--- src/hdl/dsp_irq_params.svh ---
// constants for the interrupt control and converter data block
`ifndef DSP_IRQ_PARAMS_SVH
`define DSP_IRQ_PARAMS_SVH
`define BIT_HOST_PEND 15
`define BIT_ADC_PEND 14
`define BIT_DAC_PEND 13
`define BIT_MASK_HIGH 12
`define BIT_MASK_MID 11
`define BIT_MASK_LOW 10
`define BIT_CROSS_REQ 9
`define BIT_GLOBAL_EN 8
`define ROUTE_MSB 7
`define ROUTE_LSB 5
`define BIT_HOST_CLR 4
`define BIT_ADC_CLR 3
`define BIT_DAC_CLR 2
`define DAC_WIDTH 10
`define ADC_LSB 2
`define ADC_MSB 9
`define CTRL_RESET 16'h0000
`define ACK_DELAY_INSTR 3
`endif

--- src/hdl/dsp_irq_pkg.sv ---
// types for the interrupt control and converter data block
package dsp_irq_pkg;
    typedef enum logic [2:0] {
        ROUTE_HML = 3'b000,
        ROUTE_MHL = 3'b001,
        ROUTE_HLM = 3'b010,
        ROUTE_MLH = 3'b011,
        ROUTE_LHM = 3'b100,
        ROUTE_LMH = 3'b101,
        ROUTE_RSV6 = 3'b110,
        ROUTE_RSV7 = 3'b111
    } route_t;
    typedef enum logic [1:0] {
        SVC_IDLE = 2'b00,
        SVC_BUSY = 2'b01
    } svc_state_t;
endpackage

--- src/hdl/pending_flag.sv ---
// one sticky pending flag with set-over-clear
`timescale 1ns/10ps
module pending_flag (
    // clock and reset
    input wire logic clk,
    input wire logic resetn,
    // set and clear strobes
    input wire logic setPulse,
    input wire logic clrPulse,
    // flag
    output logic flag
);
    logic flag_ff;
    // the set wins over a clear in the same cycle
    always_ff @(posedge clk) begin
        if (!resetn) begin
            flag_ff <= 1'b0;
        end else if (setPulse) begin
            flag_ff <= 1'b1;
        end else if (clrPulse) begin
            flag_ff <= 1'b0;
        end
    end
    assign flag = flag_ff;
endmodule

--- src/hdl/ack_delay.sv ---
// counts host instruction strobes after an acknowledge and fires once
`timescale 1ns/10ps
`include "dsp_irq_params.svh"
module ack_delay (
    // clock and reset
    input wire logic clk,
    input wire logic resetn,
    // acknowledge and instruction strobe
    input wire logic ackWrite,
    input wire logic instrStep,
    // fire when the delay ends
    output logic fire
);
    logic [1:0] count_ff;
    logic armed_ff;
    logic fire_ff;
    // arm on acknowledge, count instructions, pulse at the third
    always_ff @(posedge clk) begin
        if (!resetn) begin
            armed_ff <= 1'b0;
            count_ff <= 2'h0;
            fire_ff <= 1'b0;
        end else begin
            fire_ff <= 1'b0;
            if (ackWrite) begin
                armed_ff <= 1'b1;
                count_ff <= 2'h0;
            end else if (armed_ff && instrStep) begin
                if (count_ff == 2'(`ACK_DELAY_INSTR - 1)) begin
                    armed_ff <= 1'b0;
                    fire_ff <= 1'b1;
                end
                count_ff <= count_ff + 2'h1;
            end
        end
    end
    assign fire = fire_ff;
endmodule

--- src/hdl/dsp_interrupt_and_converter_data.sv ---
// interrupt control register and converter data register of the signal processor
// How it works
// RULE1: bit15 host request pending, set by host only
// RULE2: bit14 pending when A/D data valid
// RULE3: bit13 pending on D/A rate tick
// RULE4: write one to bits 4..2 clears flags
// RULE5: clear bits read zero, no storage
// RULE6: bits 12..10 mask high, mid, low levels
// RULE7: bit8 global enable gates all interrupts
// RULE8: reset clears global enable
// RULE9: bit9 write drives host request; reads zero
// RULE10: host acknowledges by writing link control D0
// RULE11: request auto-clears three host instructions later
// RULE12: routing codes 000, 001, 010 as listed
// RULE13: routing codes 011, 100, 101; 110/111 reserved
// RULE14: data write passes ten bits to D/A
// RULE15: data read gives A/D in bits 9..2
// RULE16: high over mid over low, no nesting
// RULE17: host sees only bits 15 and 9
// RULE18: data read clears conversion-done status
// RULE19: level requests when pending, unmasked, enabled
// RULE20: bits 1..0 reserved, read zero
`timescale 1ns/10ps
`include "dsp_irq_params.svh"
module dsp_interrupt_and_converter_data
    import dsp_irq_pkg::*;
(
    // clock and reset
    input wire logic clk,
    input wire logic resetn,
    // signal processor register port
    input wire logic ctrlSel,
    input wire logic dataSel,
    input wire logic regWrite,
    input wire logic regRead,
    input wire logic [15:0] regWdata,
    output logic [15:0] regRdata,
    // host side
    input wire logic hostRequestSet,
    input wire logic hostAckWrite,
    input wire logic hostInstrStep,
    output logic [1:0] hostReadBits,
    output logic crossRequestToHost,
    // converters and timer
    input wire logic adcValid,
    input wire logic [7:0] adcData,
    input wire logic dacRateTick,
    output logic [9:0] dacData,
    output logic dacLoad,
    output logic convDoneClear,
    // processor interrupt side
    input wire logic serviceEnd,
    output logic [2:0] levelRequest,
    output logic [1:0] levelTaken,
    output logic levelTakenValid
);
    logic [15:0] ctrl_ff;
    logic hostPend, adcPend, dacPend;
    logic ctrlWr, dataWr, dataRd, ackFire;
    logic cross_ff;
    logic [15:0] rdata_ff;
    logic [9:0] dac_ff;
    logic dacLoad_ff, convClr_ff;
    logic [2:0] lvlReq_ff, nxt_lvlReq;
    logic [2:0] srcLevel [3];
    logic [1:0] taken_ff;
    logic takenValid_ff;
    svc_state_t svc_ff;
    route_t route;

    assign ctrlWr = ctrlSel && regWrite;
    assign dataWr = dataSel && regWrite;
    assign dataRd = dataSel && regRead;
    assign route = route_t'(ctrl_ff[`ROUTE_MSB:`ROUTE_LSB]);

    // pending flags; clear strobes are write-one only
    pending_flag u_host (.clk(clk), .resetn(resetn), .setPulse(hostRequestSet), // RULE1
        .clrPulse(ctrlWr && regWdata[`BIT_HOST_CLR]), .flag(hostPend)); // RULE4
    pending_flag u_adc (.clk(clk), .resetn(resetn), .setPulse(adcValid), // RULE2
        .clrPulse(ctrlWr && regWdata[`BIT_ADC_CLR]), .flag(adcPend)); // RULE4
    pending_flag u_dac (.clk(clk), .resetn(resetn), .setPulse(dacRateTick), // RULE3
        .clrPulse(ctrlWr && regWdata[`BIT_DAC_CLR]), .flag(dacPend)); // RULE4

    // stored control fields: masks, global enable, routing
    always_ff @(posedge clk) begin
        if (!resetn) begin
            ctrl_ff <= `CTRL_RESET; // RULE8
        end else if (ctrlWr) begin
            ctrl_ff <= regWdata & 16'h1de0; // RULE6 RULE7 RULE5 RULE20
        end
    end

    // host acknowledge delay
    ack_delay u_ack (
        .clk(clk),
        .resetn(resetn),
        .ackWrite(hostAckWrite), // RULE10
        .instrStep(hostInstrStep),
        .fire(ackFire)
    );

    // cross request toward the host; a write wins over the automatic clear
    always_ff @(posedge clk) begin
        if (!resetn) begin
            cross_ff <= 1'b0;
        end else if (ctrlWr) begin
            cross_ff <= regWdata[`BIT_CROSS_REQ]; // RULE9
        end else if (ackFire) begin
            cross_ff <= 1'b0; // RULE11
        end
    end

    // routing of sources onto levels, index 0 host, 1 adc, 2 dac; bit2 high
    always_comb begin
        unique case (route)
            ROUTE_HML: srcLevel = '{3'b100, 3'b010, 3'b001}; // RULE12
            ROUTE_MHL: srcLevel = '{3'b010, 3'b100, 3'b001}; // RULE12
            ROUTE_HLM: srcLevel = '{3'b100, 3'b001, 3'b010}; // RULE12
            ROUTE_MLH: srcLevel = '{3'b010, 3'b001, 3'b100}; // RULE13
            ROUTE_LHM: srcLevel = '{3'b001, 3'b100, 3'b010}; // RULE13
            ROUTE_LMH: srcLevel = '{3'b001, 3'b010, 3'b100}; // RULE13
            default: srcLevel = '{3'b000, 3'b000, 3'b000}; // RULE13
        endcase
    end

    // level requests from pending, masks and global enable
    always_comb begin
        nxt_lvlReq = ({3{hostPend}} & srcLevel[0]) | ({3{adcPend}} & srcLevel[1])
            | ({3{dacPend}} & srcLevel[2]);
        nxt_lvlReq = nxt_lvlReq & ctrl_ff[`BIT_MASK_HIGH:`BIT_MASK_LOW]; // RULE19
        if (!ctrl_ff[`BIT_GLOBAL_EN]) begin
            nxt_lvlReq = 3'b000; // RULE7
        end
    end

    always_ff @(posedge clk) begin
        if (!resetn) begin
            lvlReq_ff <= 3'b000;
        end else begin
            lvlReq_ff <= nxt_lvlReq;
        end
    end

    // service arbitration: highest level first, no nesting
    always_ff @(posedge clk) begin
        if (!resetn) begin
            svc_ff <= SVC_IDLE;
            taken_ff <= 2'h0;
            takenValid_ff <= 1'b0;
        end else begin
            takenValid_ff <= 1'b0;
            unique case (svc_ff)
                SVC_IDLE: begin
                    if (lvlReq_ff != 3'b000) begin
                        svc_ff <= SVC_BUSY; // RULE16
                        takenValid_ff <= 1'b1;
                        if (lvlReq_ff[2]) begin
                            taken_ff <= 2'h2; // RULE16
                        end else if (lvlReq_ff[1]) begin
                            taken_ff <= 2'h1;
                        end else begin
                            taken_ff <= 2'h0;
                        end
                    end
                end
                SVC_BUSY: begin
                    if (serviceEnd) begin
                        svc_ff <= SVC_IDLE;
                    end
                end
                default: svc_ff <= SVC_IDLE;
            endcase
        end
    end

    // converter data: D/A load on write, done clear on read
    always_ff @(posedge clk) begin
        if (!resetn) begin
            dac_ff <= 10'h000;
            dacLoad_ff <= 1'b0;
            convClr_ff <= 1'b0;
        end else begin
            dacLoad_ff <= dataWr;
            convClr_ff <= dataRd; // RULE18
            if (dataWr) begin
                dac_ff <= regWdata[`DAC_WIDTH-1:0]; // RULE14
            end
        end
    end

    // read data, registered
    always_ff @(posedge clk) begin
        if (!resetn) begin
            rdata_ff <= 16'h0000;
        end else if (ctrlSel && regRead) begin
            rdata_ff <= {hostPend, adcPend, dacPend, ctrl_ff[12:0]}; // RULE5 RULE9 RULE20
        end else if (dataRd) begin
            rdata_ff <= {6'h00, adcData, 2'h0}; // RULE15
        end else begin
            rdata_ff <= 16'h0000;
        end
    end

    // host view of bits 15 and 9
    logic [1:0] hostBits_ff;
    always_ff @(posedge clk) begin
        if (!resetn) begin
            hostBits_ff <= 2'h0;
        end else begin
            hostBits_ff <= {hostPend, cross_ff}; // RULE17
        end
    end

    assign regRdata = rdata_ff;
    assign hostReadBits = hostBits_ff;
    assign crossRequestToHost = cross_ff;
    assign dacData = dac_ff;
    assign dacLoad = dacLoad_ff;
    assign convDoneClear = convClr_ff;
    assign levelRequest = lvlReq_ff;
    assign levelTaken = taken_ff;
    assign levelTakenValid = takenValid_ff;
endmodule

--- config.mk ---
export PLATFORM = sky130hd
export DESIGN_NAME = dsp_interrupt_and_converter_data
export DESIGN_NICKNAME = d
export VERILOG_FILES = /design/src/hdl/dsp_irq_pkg.sv /design/src/hdl/pending_flag.sv /design/src/hdl/ack_delay.sv /design/src/hdl/dsp_interrupt_and_converter_data.sv
export VERILOG_INCLUDE_DIRS = /design/src /design/src/hdl
export SDC_FILE = /design/constraint.sdc
export NUM_CORES = 1
export LEC_CHECK = 0
export ABC_AREA = 0
export ABC_CLOCK_PERIOD_IN_PS = 1400
export BUFFER_PORTS_ARGS = -buffer_cell sky130_fd_sc_hd__buf_2
export CAP_MARGIN = 20
export CORE_MARGIN = 4
export CORE_UTILIZATION = 45
export CTS_CLUSTER_SIZE = 40
export DETAILED_ROUTE_END_ITERATION = 6
export GPL_TIMING_DRIVEN = 0
export PLACE_DENSITY = 0.82
export SYNTH_ARGS = -nofsm -noshare
export SYNTH_HDL_FRONTEND = slang
export SYNTH_SLANG_ARGS = --single-unit
--- constraint.sdc ---
create_clock -name clk -period 1.4 [get_ports clk]
set_input_delay 0.28 -clock clk [delete_from_list [all_inputs] [get_ports clk]]
set_output_delay 0.28 -clock clk [all_outputs]
set_load 0.01 [all_outputs]
* After elaboration in Yosys (flattened, before gate mapping)
Index checks and enable logic that the tools add are counted.
** Word-level totals
- Flip-flop bits (word level) :: 53
- Input bits :: 36
- Output and inout port bits :: 37
- Logic and storage cells :: 85
** Cells by class
- Add/sub/neg operators :: 1
- Eq/ne operators :: 9
- Mux-type cells :: 21
- Bitwise gates (word level) :: 9
- Reduce and logical (&&, ||, !) cells :: 26
** Operators by type and width (number)
- $pmux 9 s6 :: 1
- $mux 16 :: 1
- $mux 1 :: 14
- $and 3x3->3 :: 4
- $reduce_bool 2->1 :: 6
- $mux 10 :: 1
- $reduce_and 2->1 :: 5
- $logic_and 1x1->1 :: 8
- $eq 3x2->1 const B :: 2
- $eq 3x3->1 const B :: 2
- $mux 2 :: 3
- $or 3x3->3 :: 2
- $reduce_or 3->1 :: 2
- $ne 2x2->1 const B :: 2
- $pmux 2 s2 :: 1
- $reduce_or 2->1 :: 2
- $eq 3x1->1 const B :: 1
- $logic_not 3->1 :: 1
- $not 1->1 :: 3
- $reduce_bool 3->1 :: 1
- $add 2x1->2 const B :: 1
- $eq 2x1->1 const B :: 1
- $eq 2x2->1 const B :: 1
- $logic_not 2->1 :: 1

* Longest topological paths before layout
Gate-level depths: netlist (run 1).
- Depth in word-level cells :: 6
- Depth in mapped cells :: 5
- Mapped depth without buffers :: 5

* Modules after synthesis
Synthesis (run 1) repeated with hierarchy kept, for this count alone.
** Second synthesis, totals
- Cells, all modules :: 188
- Area total of the unflattened synthesis :: 1859.3 sq um
** By module, submodules not included
- dsp_interrupt_and_converter_data :: instances 1, cells each 162, area an instance 1561.5 sq um, seq. area each 860.8 sq um
- ack_delay :: instances 1, cells each 17, area an instance 173.9 sq um, seq. area each 80.1 sq um
- pending_flag :: instances 3, cells each 3, area an instance 41.3 sq um, seq. area each 20.0 sq um

* Least setup slack after synthesis (run 1)
Ideal clock, no wire load.
- Path kind :: register to register
- From :: register lvlReq_ff[2], in the netlist levelRequest[2]
- To :: register svc_ff[0]
- Library setup time :: 116 ps
- Arrival :: 896 ps
- Required time :: 1284 ps
- Setup slack :: 388 ps
- Cell stages (with the launch flop) :: 3
- Buffers on the path :: 0
- Period minus slack after synthesis :: 1012 ps
- Cell sequence :: dfxtp_1 o311a_1 a31o_2
** On the way
- Cells in the longest elaborated chain, start to end :: 3
** RTL lines
- start, declared :: line dsp_interrupt_and_converter_data.sv:64 : logic [2:0] lvlReq_ff, nxt_lvlReq;
- start signal, assigned :: line dsp_interrupt_and_converter_data.sv:140 : lvlReq_ff <= nxt_lvlReq;
- $reduce_bool 3->1 :: line dsp_interrupt_and_converter_data.sv:154 : if (lvlReq_ff != 3'b000) begin
- $ne 2x2->1 (no source line)
- $reduce_and 2->1 (no source line)
- end signal, assigned :: line dsp_interrupt_and_converter_data.sv:155 : svc_ff <= SVC_BUSY;
- end signal, assigned :: line dsp_interrupt_and_converter_data.sv:168 : svc_ff <= SVC_IDLE;
- end signal, assigned :: line dsp_interrupt_and_converter_data.sv:171 : default: svc_ff <= SVC_IDLE;
- end, declared :: line dsp_interrupt_and_converter_data.sv:68 : svc_state_t svc_ff;
No other way between the ends.
A chain may end at the register's enable or synchronous reset.

* Worst setup path in the final report (run 1)
- From :: register lvlReq_ff[1], in the netlist levelRequest[1]
- To :: output port levelRequest[1]
** RTL lines
- end, declared :: line dsp_interrupt_and_converter_data.sv:53 : output logic [2:0] levelRequest,
No word-level cell between the ends.

==> impl_metrics.toml, run 1 <==
[run_status]
status = "complete, no violations"

[power]
cellLeakagePower_nw = 1.102
p_per_area_nw_per_um2 = 1255
p_total_mw = 2.942
ir_drop_mv = 0.7696

[grt]
grt_pass1_wl_um = 6334
antenna_found_initial = 0
grt_start_max_net_pins = 16
gr-total-overflow = 0
grtUsageTotal = 0.1579
grt_pass1_vias = 1401

[finish]
antennaDiodeCount = 0
final_nets = 300
layout-drive-gt1-share = 0.3144
syn2layout_area_growth_pct = 30.07

[route]
drt-initial-drc-count = 52
ant_nets = 0
firstDrtPassIters = 4
vias = 1477
drt-total-wl_um = 3797
drc = 0
wire_per_inst_um = 12.17
vias_per_cell = 4.734

[timing]
setup_violations = 0
period_share = 0.8132
slew_viol_final = 0
rsz0062_at_grt = "false"
finalHoldViolations = 0
layout_setup_ws_ns = 0.2615
skew_ns = 0.009088
fin_crit_ns = 1.139
fin_setup_tns_ns = 0
fmax_mhz = 878.3

[setup_path]
crit_type = "reg -> out"
crit_cells = 1
cp.arrival_ns = 0.86
crit_slowest_cell = "dfxtp_1"
cp_top_family = "flip-flops"
crit_chain = "buf_2"
cp-start-kind = "flop"
crit_fanout = 4
required_ns = 1.12
end_kind = "output pin"
crit_buf_inv = 1
slowest_delay_ns = 0.40
r2r_cells = 3

[cts]
postCtsSetupBuffers = 0
cts_buffer_depth = 2
cts_resized = 0
path_clk_slew_ns = 0.09
tritoncts = "built"
cts_max_level = 2
insertion_delay_ns = 0.30
cts_root_buf = "clkbuf_8"
ctsHoldBuffers = 0
cts_buffers = 5
cts_sinks = 50

[synth]
syn_area_per_cell_um2 = 9.584
ys_types = 34
synth_warnings = 0
synth_cells = 188
async_flop_share = 0
synth_edf_count = 0
ys_top_cells_by_area = "dfxtp_1 56%, nand2_1 9.0%, a21boi_0 5.4%"
yosys.area.top_type = "dfxtp_1"
netlist.area_leader.share = 0.5556
synth-seq-area-share = 0.5556
syn-cell-area_um2 = 1802
synth-seq-cells = 50
synthFlopType = "dfxtp_1"

[floorplan]
chipHeight_um = 71.28
rows = 22
core_um2 = 3771
die_area_um2 = 5080
initial_core_util = 0.4778
io_pins = 73
die_w_um = 71.28

[flow_run]
max_cap_viol_count = 0

[placement]
place_congestion = 0.7271
io_buffers = 67
dp.final_hpwl_um = 2926
dp_slack_ns = 0.1520

[min_path]
min_path_cells = 2
worst_hold_path_type = "in -> reg"
[Yosys cell counts (2+ instances only)]
library cell,count
nand2_1,43
a21oi_1,2
dfxtp_1,50
a22o_1,3
o21a_1,3
and2_1,14
nor2_1,2
a21boi_1,10
mux2i_1,2
nand3b_1,2
and3_1,4
a21boi_0,13
nand2b_1,3
buf_4,2
a211oi_1,4
nand3_1,2
o21ai_0,3
inv_1,5
buf_2,4
clkbuf_1,3
[layout by cell type, fill, tap and decap left out, types with 3 or more instances in the layout]
cell / instances
and2_1: 14
a21boi_1: 10
o21a_1: 3
a21boi_0: 13
nand2_1: 43
a22o_1: 3
nand2b_1: 3
inv_1: 5
and3_1: 4
clkbuf_8: 6
o21ai_0: 3
dfxtp_1: 50
buf_2: 71
clkbuf_1: 3
a211oi_1: 4
[layout make-up]
type                            instances  area, µm²
Inverter                                5      18.77
Clock inverter                          2      60.06
Timing Repair Buffer                   67      335.3
Tap cell                               48      60.06
Buffer                                  9      46.29
Multi-Input combinational cell        125      739.5
Fill cell                             322       1428
Sequential cell                        50       1001
Clock buffer                            6      82.58
[through the flow]
step	hold WS, ns	utilization	cell area [µm²]	cells
after floorplan	0.3987	-	1805	189
after global placement	0.4481	0.5836	2201	304
after detailed placement	0.4567	0.5836	2201	304
after CTS	0.1695	0.6214	2344	312
after global routing	0.1748	0.6214	2344	312
final	0.1706	0.6214	2344	312
[routing by layer]
| layer | vias to the layer above | share of wire | global-route usage | routed length, µm |
|---|---|---|---|---|
| met5 | - | 0 | 0 | 0 |
| met1 | 656 | 0.44 | 0.1856 | 1662 |
| met2 | 45 | 0.46 | 0.2592 | 1740 |
| met3 | 7 | 0.088 | 0.06031 | 335 |
| met4 | 0 | 0.015 | 0.06263 | 58 |
| li1 | 769 | - | - | - |
[path summary, 6_finish.rpt]
path                    from              end  slack [ns]
max          levelRequest[1]  levelRequest[1]        0.26
min               adcData[1]      regRdata[3]        0.17
max reg2reg       ctrl_ff[6]  levelRequest[1]        0.30
min reg2reg       dacData[1]       dacData[1]        0.47
[sequential cells by signal (all words and copies together), names as in the netlist]
signal	count
levelRequest	3
u_adc.flag	1
crossRequestToHost	1
levelTaken	2
u_dac.flag	1
dacLoad	1
convDoneClear	1
svc_ff	1
u_ack.fire	1
dacData	10
u_host.flag	1
u_ack.armed_ff	1
regRdata	14
hostReadBits	2
levelTakenValid	1
u_ack.count_ff	2
ctrl_ff	7
[cells by family after synthesis]
kind of cell    Yosys count  synth area share
fa+ha+maj                 1          0.006943
other cells               1          0.002081
simple gates             76            0.2056
flops                    50            0.5556
xor+xnor                  2          0.009724
buf+inv                  14           0.03611
compound gates           42            0.1729
mux                       2           0.01111
[where the power goes]
part           total, mW  internal (mW)  switching (mW)
Combinational      0.233          0.113           0.120
Clock               1.21          0.761           0.450
Sequential          1.50           1.47          0.0297
Power figures use the tool's default switching activity.
==> run 2, diff against run 1 <==
Settings changed: ABC_CLOCK_PERIOD_IN_PS 1400 to 1090.
Clock period 1.4 ns to 1.09 ns, I/O delays scaled along.
==> impl_metrics.toml, run 2 (synthesized netlist as in run 1, its figures left out) <==
[run_status]
status = "complete, no violations"

[setup_path]
required_ns = 1.28
crit_buf_inv = 1
crit_chain = "buf_6 > xor2_2 > a211oi_1 > a211oi_1"
r2r-start = "ctrl_ff[7]"
end_kind = "flop"
slowest_delay_ns = 0.32
path_common_cell = "a211oi_1"
cp.arrival_ns = 1.22
crit_slowest_cell = "dfxtp_2"
cp_top_family = "compound AO/OA/AOI/OAI gates"
cp-start-kind = "flop"
cp-startpoint = "ctrl_ff[7]"
crit_type = "reg -> reg"
crit_fanout = 7

[timing]
fmax_mhz = 966.9
fin_crit_ns = 1.034
slew_viol_final = 0
period_share = 0.9488
skew_ns = 0.009137
setup_violations = 0
finalHoldViolations = 0
rsz0062_at_grt = "false"

[min_path]
worst_hold_path_type = "in -> reg"
min-delay-start = "adcData[1]"

[power]
p_total_mw = 3.789
ir_drop_mv = 0.9871
cellLeakagePower_nw = 1.111
p_per_area_nw_per_um2 = 1596

[finish]
layout-drive-gt1-share = 0.3447
seqCellArea_um2 = 1010
final_nets = 300
largest_register_ffs = 14
multi_input_comb_area_um2 = 755.7
fillers = 315
layout_common_cells = "70 x buf_2, 45 x dfxtp_1, 43 x nand2_1"
mostFrequentLayoutCell = "buf_2"
syn2layout_area_growth_pct = 31.81
utilization = 0.6297
antennaDiodeCount = 0

[placement]
dp.final_hpwl_um = 2926
io_buffers = 67
place_congestion = 0.7271

[floorplan]
rows = 22
chipHeight_um = 71.28
io_pins = 73
die_area_um2 = 5080
core_um2 = 3771
die_w_um = 71.28
initial_core_util = 0.4778

[cts]
cts_root_buf = "clkbuf_8"
insertion_delay_ns = 0.30
path_clk_slew_ns = 0.09
cts_sinks = 50
cts_buffers = 5
cts_buffer_depth = 2
cts_max_level = 2
tritoncts = "built"

[grt]
gr-total-overflow = 0
grt_start_max_net_pins = 16
grt_pass1_wl_um = 6334
antenna_found_initial = 0
grt_pass1_vias = 1401
grtUsageTotal = 0.1579

[route]
firstDrtPassIters = 4
drt-total-wl_um = 3841
ant_nets = 0
vias = 1483
drt-initial-drc-count = 46
wire_per_inst_um = 12.31
drc = 0
vias_per_cell = 4.753

[flow_run]
max_cap_viol_count = 0
## run 2: final cells by class
cell class                      instances  share of cell area
Tap cell                               48             0.02529
Buffer                                  9             0.02213
Inverter                                5            0.007903
Clock inverter                          2             0.02529
Clock buffer                            6             0.03477
Timing Repair Buffer                   67              0.1412
Sequential cell                        50              0.4252
Multi-Input combinational cell        125              0.3182
## run 2: power by group
group / leakage (nW) / total (mW) / switching [mW] / internal, mW
clock network: 0.0714 / 1.56 / 0.580 / 0.978
registers: 0.410 / 1.92 / 0.0395 / 1.88
logic: 0.629 / 0.309 / 0.158 / 0.151
## run 2: final timing paths
path | end | slack (ns) | depth (start not counted)
min reg2reg | dacData[1] | 0.47 | 2
max reg2reg | levelRequest[2] | 0.06 | 4
max | levelRequest[2] | 0.06 | 4
min | regRdata[3] | 0.11 | 2
## run 2: repair_timing
| item | CTS | global route |
|---|---|---|
| setup endpoints to repair | 0 | 6 |
| gates resized for setup | 0 | 13 |
| buffers inserted | 0 | 0 |
| hold endpoints to repair | 0 | 0 |
| hold buffers | 0 | 0 |
## run 2: metal layers
metal,vias to the layer above,wire [µm],track usage
li1,768,-,-
met1,663,1674,0.1856
met2,48,1777,0.2592
met3,4,339,0.06031
met4,0,50,0.06263
met5,-,0,0
## run 2: stage by stage
step,setup TNS [ns],setup slack [ns],area [µm²],std cells,hold WS [ns]
2_1_floorplan,0,0.07791,1805,189,0.3367
3_3_place_gp,-0.1874,-0.1336,2201,304,0.4163
3_5_place_dp,-0.2706,-0.09599,2201,304,0.4227
4_1_cts,0,0.006903,2344,312,0.1075
5_1_grt,0,0.001918,2375,312,0.1129
6_report,0,0.05582,2375,312,0.1077
## run 2: worst register-to-register path: stages (launching register included)
cell and delay [ns]:
dfxtp_2 0.32, buf_6 0.13, xor2_2 0.15, a211oi_1 0.26
a211oi_1 0.08
==> run 3, diff against run 2 <==
Settings changed: BUFFER_PORTS_ARGS -buffer_cell sky130_fd_sc_hd__buf_2 to -buffer_cell sky130_fd_sc_hd__buf_4, SETUP_SLACK_MARGIN set to 0.15.
==> impl_metrics.toml, run 3 (synthesized netlist as in run 1, its figures left out) <==
[run_status]
status = "complete, no violations"

[grt]
grtUsageTotal = 0.1641
grt_start_max_net_pins = 15
grt_pass1_vias = 1526
antenna_found_initial = 0
grt_pass1_wl_um = 6665
gr-total-overflow = 0

[power]
seqPwrFrac = 0.579
cellLeakagePower_nw = 1.188
p_switching_mw = 0.7991
comb_power_share = 0.120
ir_drop_mv = 0.8811
p_total_mw = 3.357
clockPowerShare = 0.302
intPower_mw = 2.557
p_per_area_nw_per_um2 = 1224
power.share.switching = 0.2381

[min_path]
worst_hold_path_type = "in -> reg"

[timing]
setup_violations = 0
slew_viol_final = 0
layout_setup_ws_ns = 0.07815
fin_crit_ns = 1.012
rsz0062_at_grt = "true"
timing.hold.ws_ns = 0.1251
fmax_mhz = 988.3
finalHoldViolations = 0
period_share = 0.9283
skew_ns = 0.002327

[floorplan]
die_area_um2 = 5080
core_um2 = 3771
io_pins = 73
chipHeight_um = 71.28
die_w_um = 71.28
rows = 22
initial_core_util = 0.4778

[finish]
layout_common_cells = "43 x nand2_1, 40 x buf_4, 39 x dfxtp_2"
largest_register_ffs = 14
layout-drive-gt1-share = 0.5019
syn2layout_area_growth_pct = 52.15
antennaDiodeCount = 0
mostFrequentLayoutCell = "nand2_1"
final_nets = 306

[setup_path]
cp.arrival_ns = 1.21
rrSetupSlack_ns = 0.08
crit_fanout = 3
timing.rr.end = "svc_ff[0]"
crit_end = "svc_ff[0]"
crit_type = "reg -> reg"
cp-startpoint = "levelRequest[2]"
r2r_cells = 2
required_ns = 1.29
end_kind = "flop"
cp-start-kind = "flop"
r2r-start = "levelRequest[2]"

[route]
vias = 1520
firstDrtPassIters = 6
drt-total-wl_um = 4121
vias_per_cell = 4.795
drt-initial-drc-count = 38
wire_per_inst_um = 13.00
ant_nets = 0
drc = 0

[cts]
cts_sinks = 50
path_clk_slew_ns = 0.09
cts_root_buf = "clkbuf_8"
tritoncts = "built"
insertion_delay_ns = 0.29
ctsHoldBuffers = 0
cts_max_level = 2
cts_buffer_depth = 2
cts_buffers = 5

[flow_run]
max_cap_viol_count = 0

[placement]
place_congestion = 0.7596
dp.final_hpwl_um = 2989
io_buffers = 67
dp_slack_ns = -0.1007
==> run 3: cell count changes in the layout (fill, tap and decap cells not counted), moves of 35 or more <==
cell	before	now
buf_2	70	3
buf_6	1	36
dfxtp_2	4	39
buf_4	2	40
dfxtp_1	45	10
==> run 3: routing by layer <==
metal	vias to the layer above	GRT usage	routed length, µm
met5	-	0	0
met4	0	0.05010	33
met3	4	0.05049	276
met2	43	0.2898	2129
met1	692	0.1891	1682
li1	781	-	-
==> run 3: final cells by class <==
cell class                      count  area (µm²)
Buffer                              9       52.55
Fill cell                         294        1030
Sequential cell                    50        1054
Inverter                            5       18.77
Clock inverter                      2       10.01
Clock buffer                        5       68.82
Timing Repair Buffer               73       679.4
Multi-Input combinational cell    125       798.3
Tap cell                           48       60.06
==> run 3: worst min-delay path by stage <==
stage	start	end	slack, ns	cells after the start
after floorplan	hostInstrStep	u_ack.count_ff[1]	0.34	1
after CTS	adcData[7]	regRdata[9]	0.12	2
final	adcData[7]	regRdata[9]	0.13	2
after global placement	adcData[0]	regRdata[2]	0.42	2
after detailed placement	adcData[7]	regRdata[9]	0.43	2
after global routing	adcData[7]	regRdata[9]	0.12	2
==> run 3: critical path, cell delays in order (launching register included) <==
cell and delay, ns:
dfxtp_2 0.34, o311a_1 0.36, a31o_2 0.21
==> run 3: metrics by stage <==
| step | area (µm²) | setup TNS (ns) | utilization | instances |
|---|---|---|---|---|
| after detailed placement | 2384 | -0.1007 | 0.6321 | 304 |
| after global placement | 2384 | -0.1065 | 0.6321 | 304 |
| after global routing | 2741 | 0 | 0.7269 | 317 |
| after floorplan | 1821 | 0 | - | 189 |
| final | 2741 | 0 | 0.7269 | 317 |
| after CTS | 2700 | 0 | 0.7160 | 316 |
==> run 3: timing repair <==
item,CTS,global route
pin swaps,6,1
gates resized for setup,68,14
setup buffers,5,1
setup endpoints to repair,40,41
==> run 3: power by group through the flow <==
stage / combinational, mW / sequential (mW) / clock, mW
detailed placement: 0.359 / 1.97 / 0
floorplan: 0.151 / 1.98 / 0
finish: 0.401 / 1.94 / 1.01
global placement: 0.353 / 1.97 / 0
CTS: 0.396 / 1.94 / 1.02
global route: 0.441 / 1.95 / 1.08
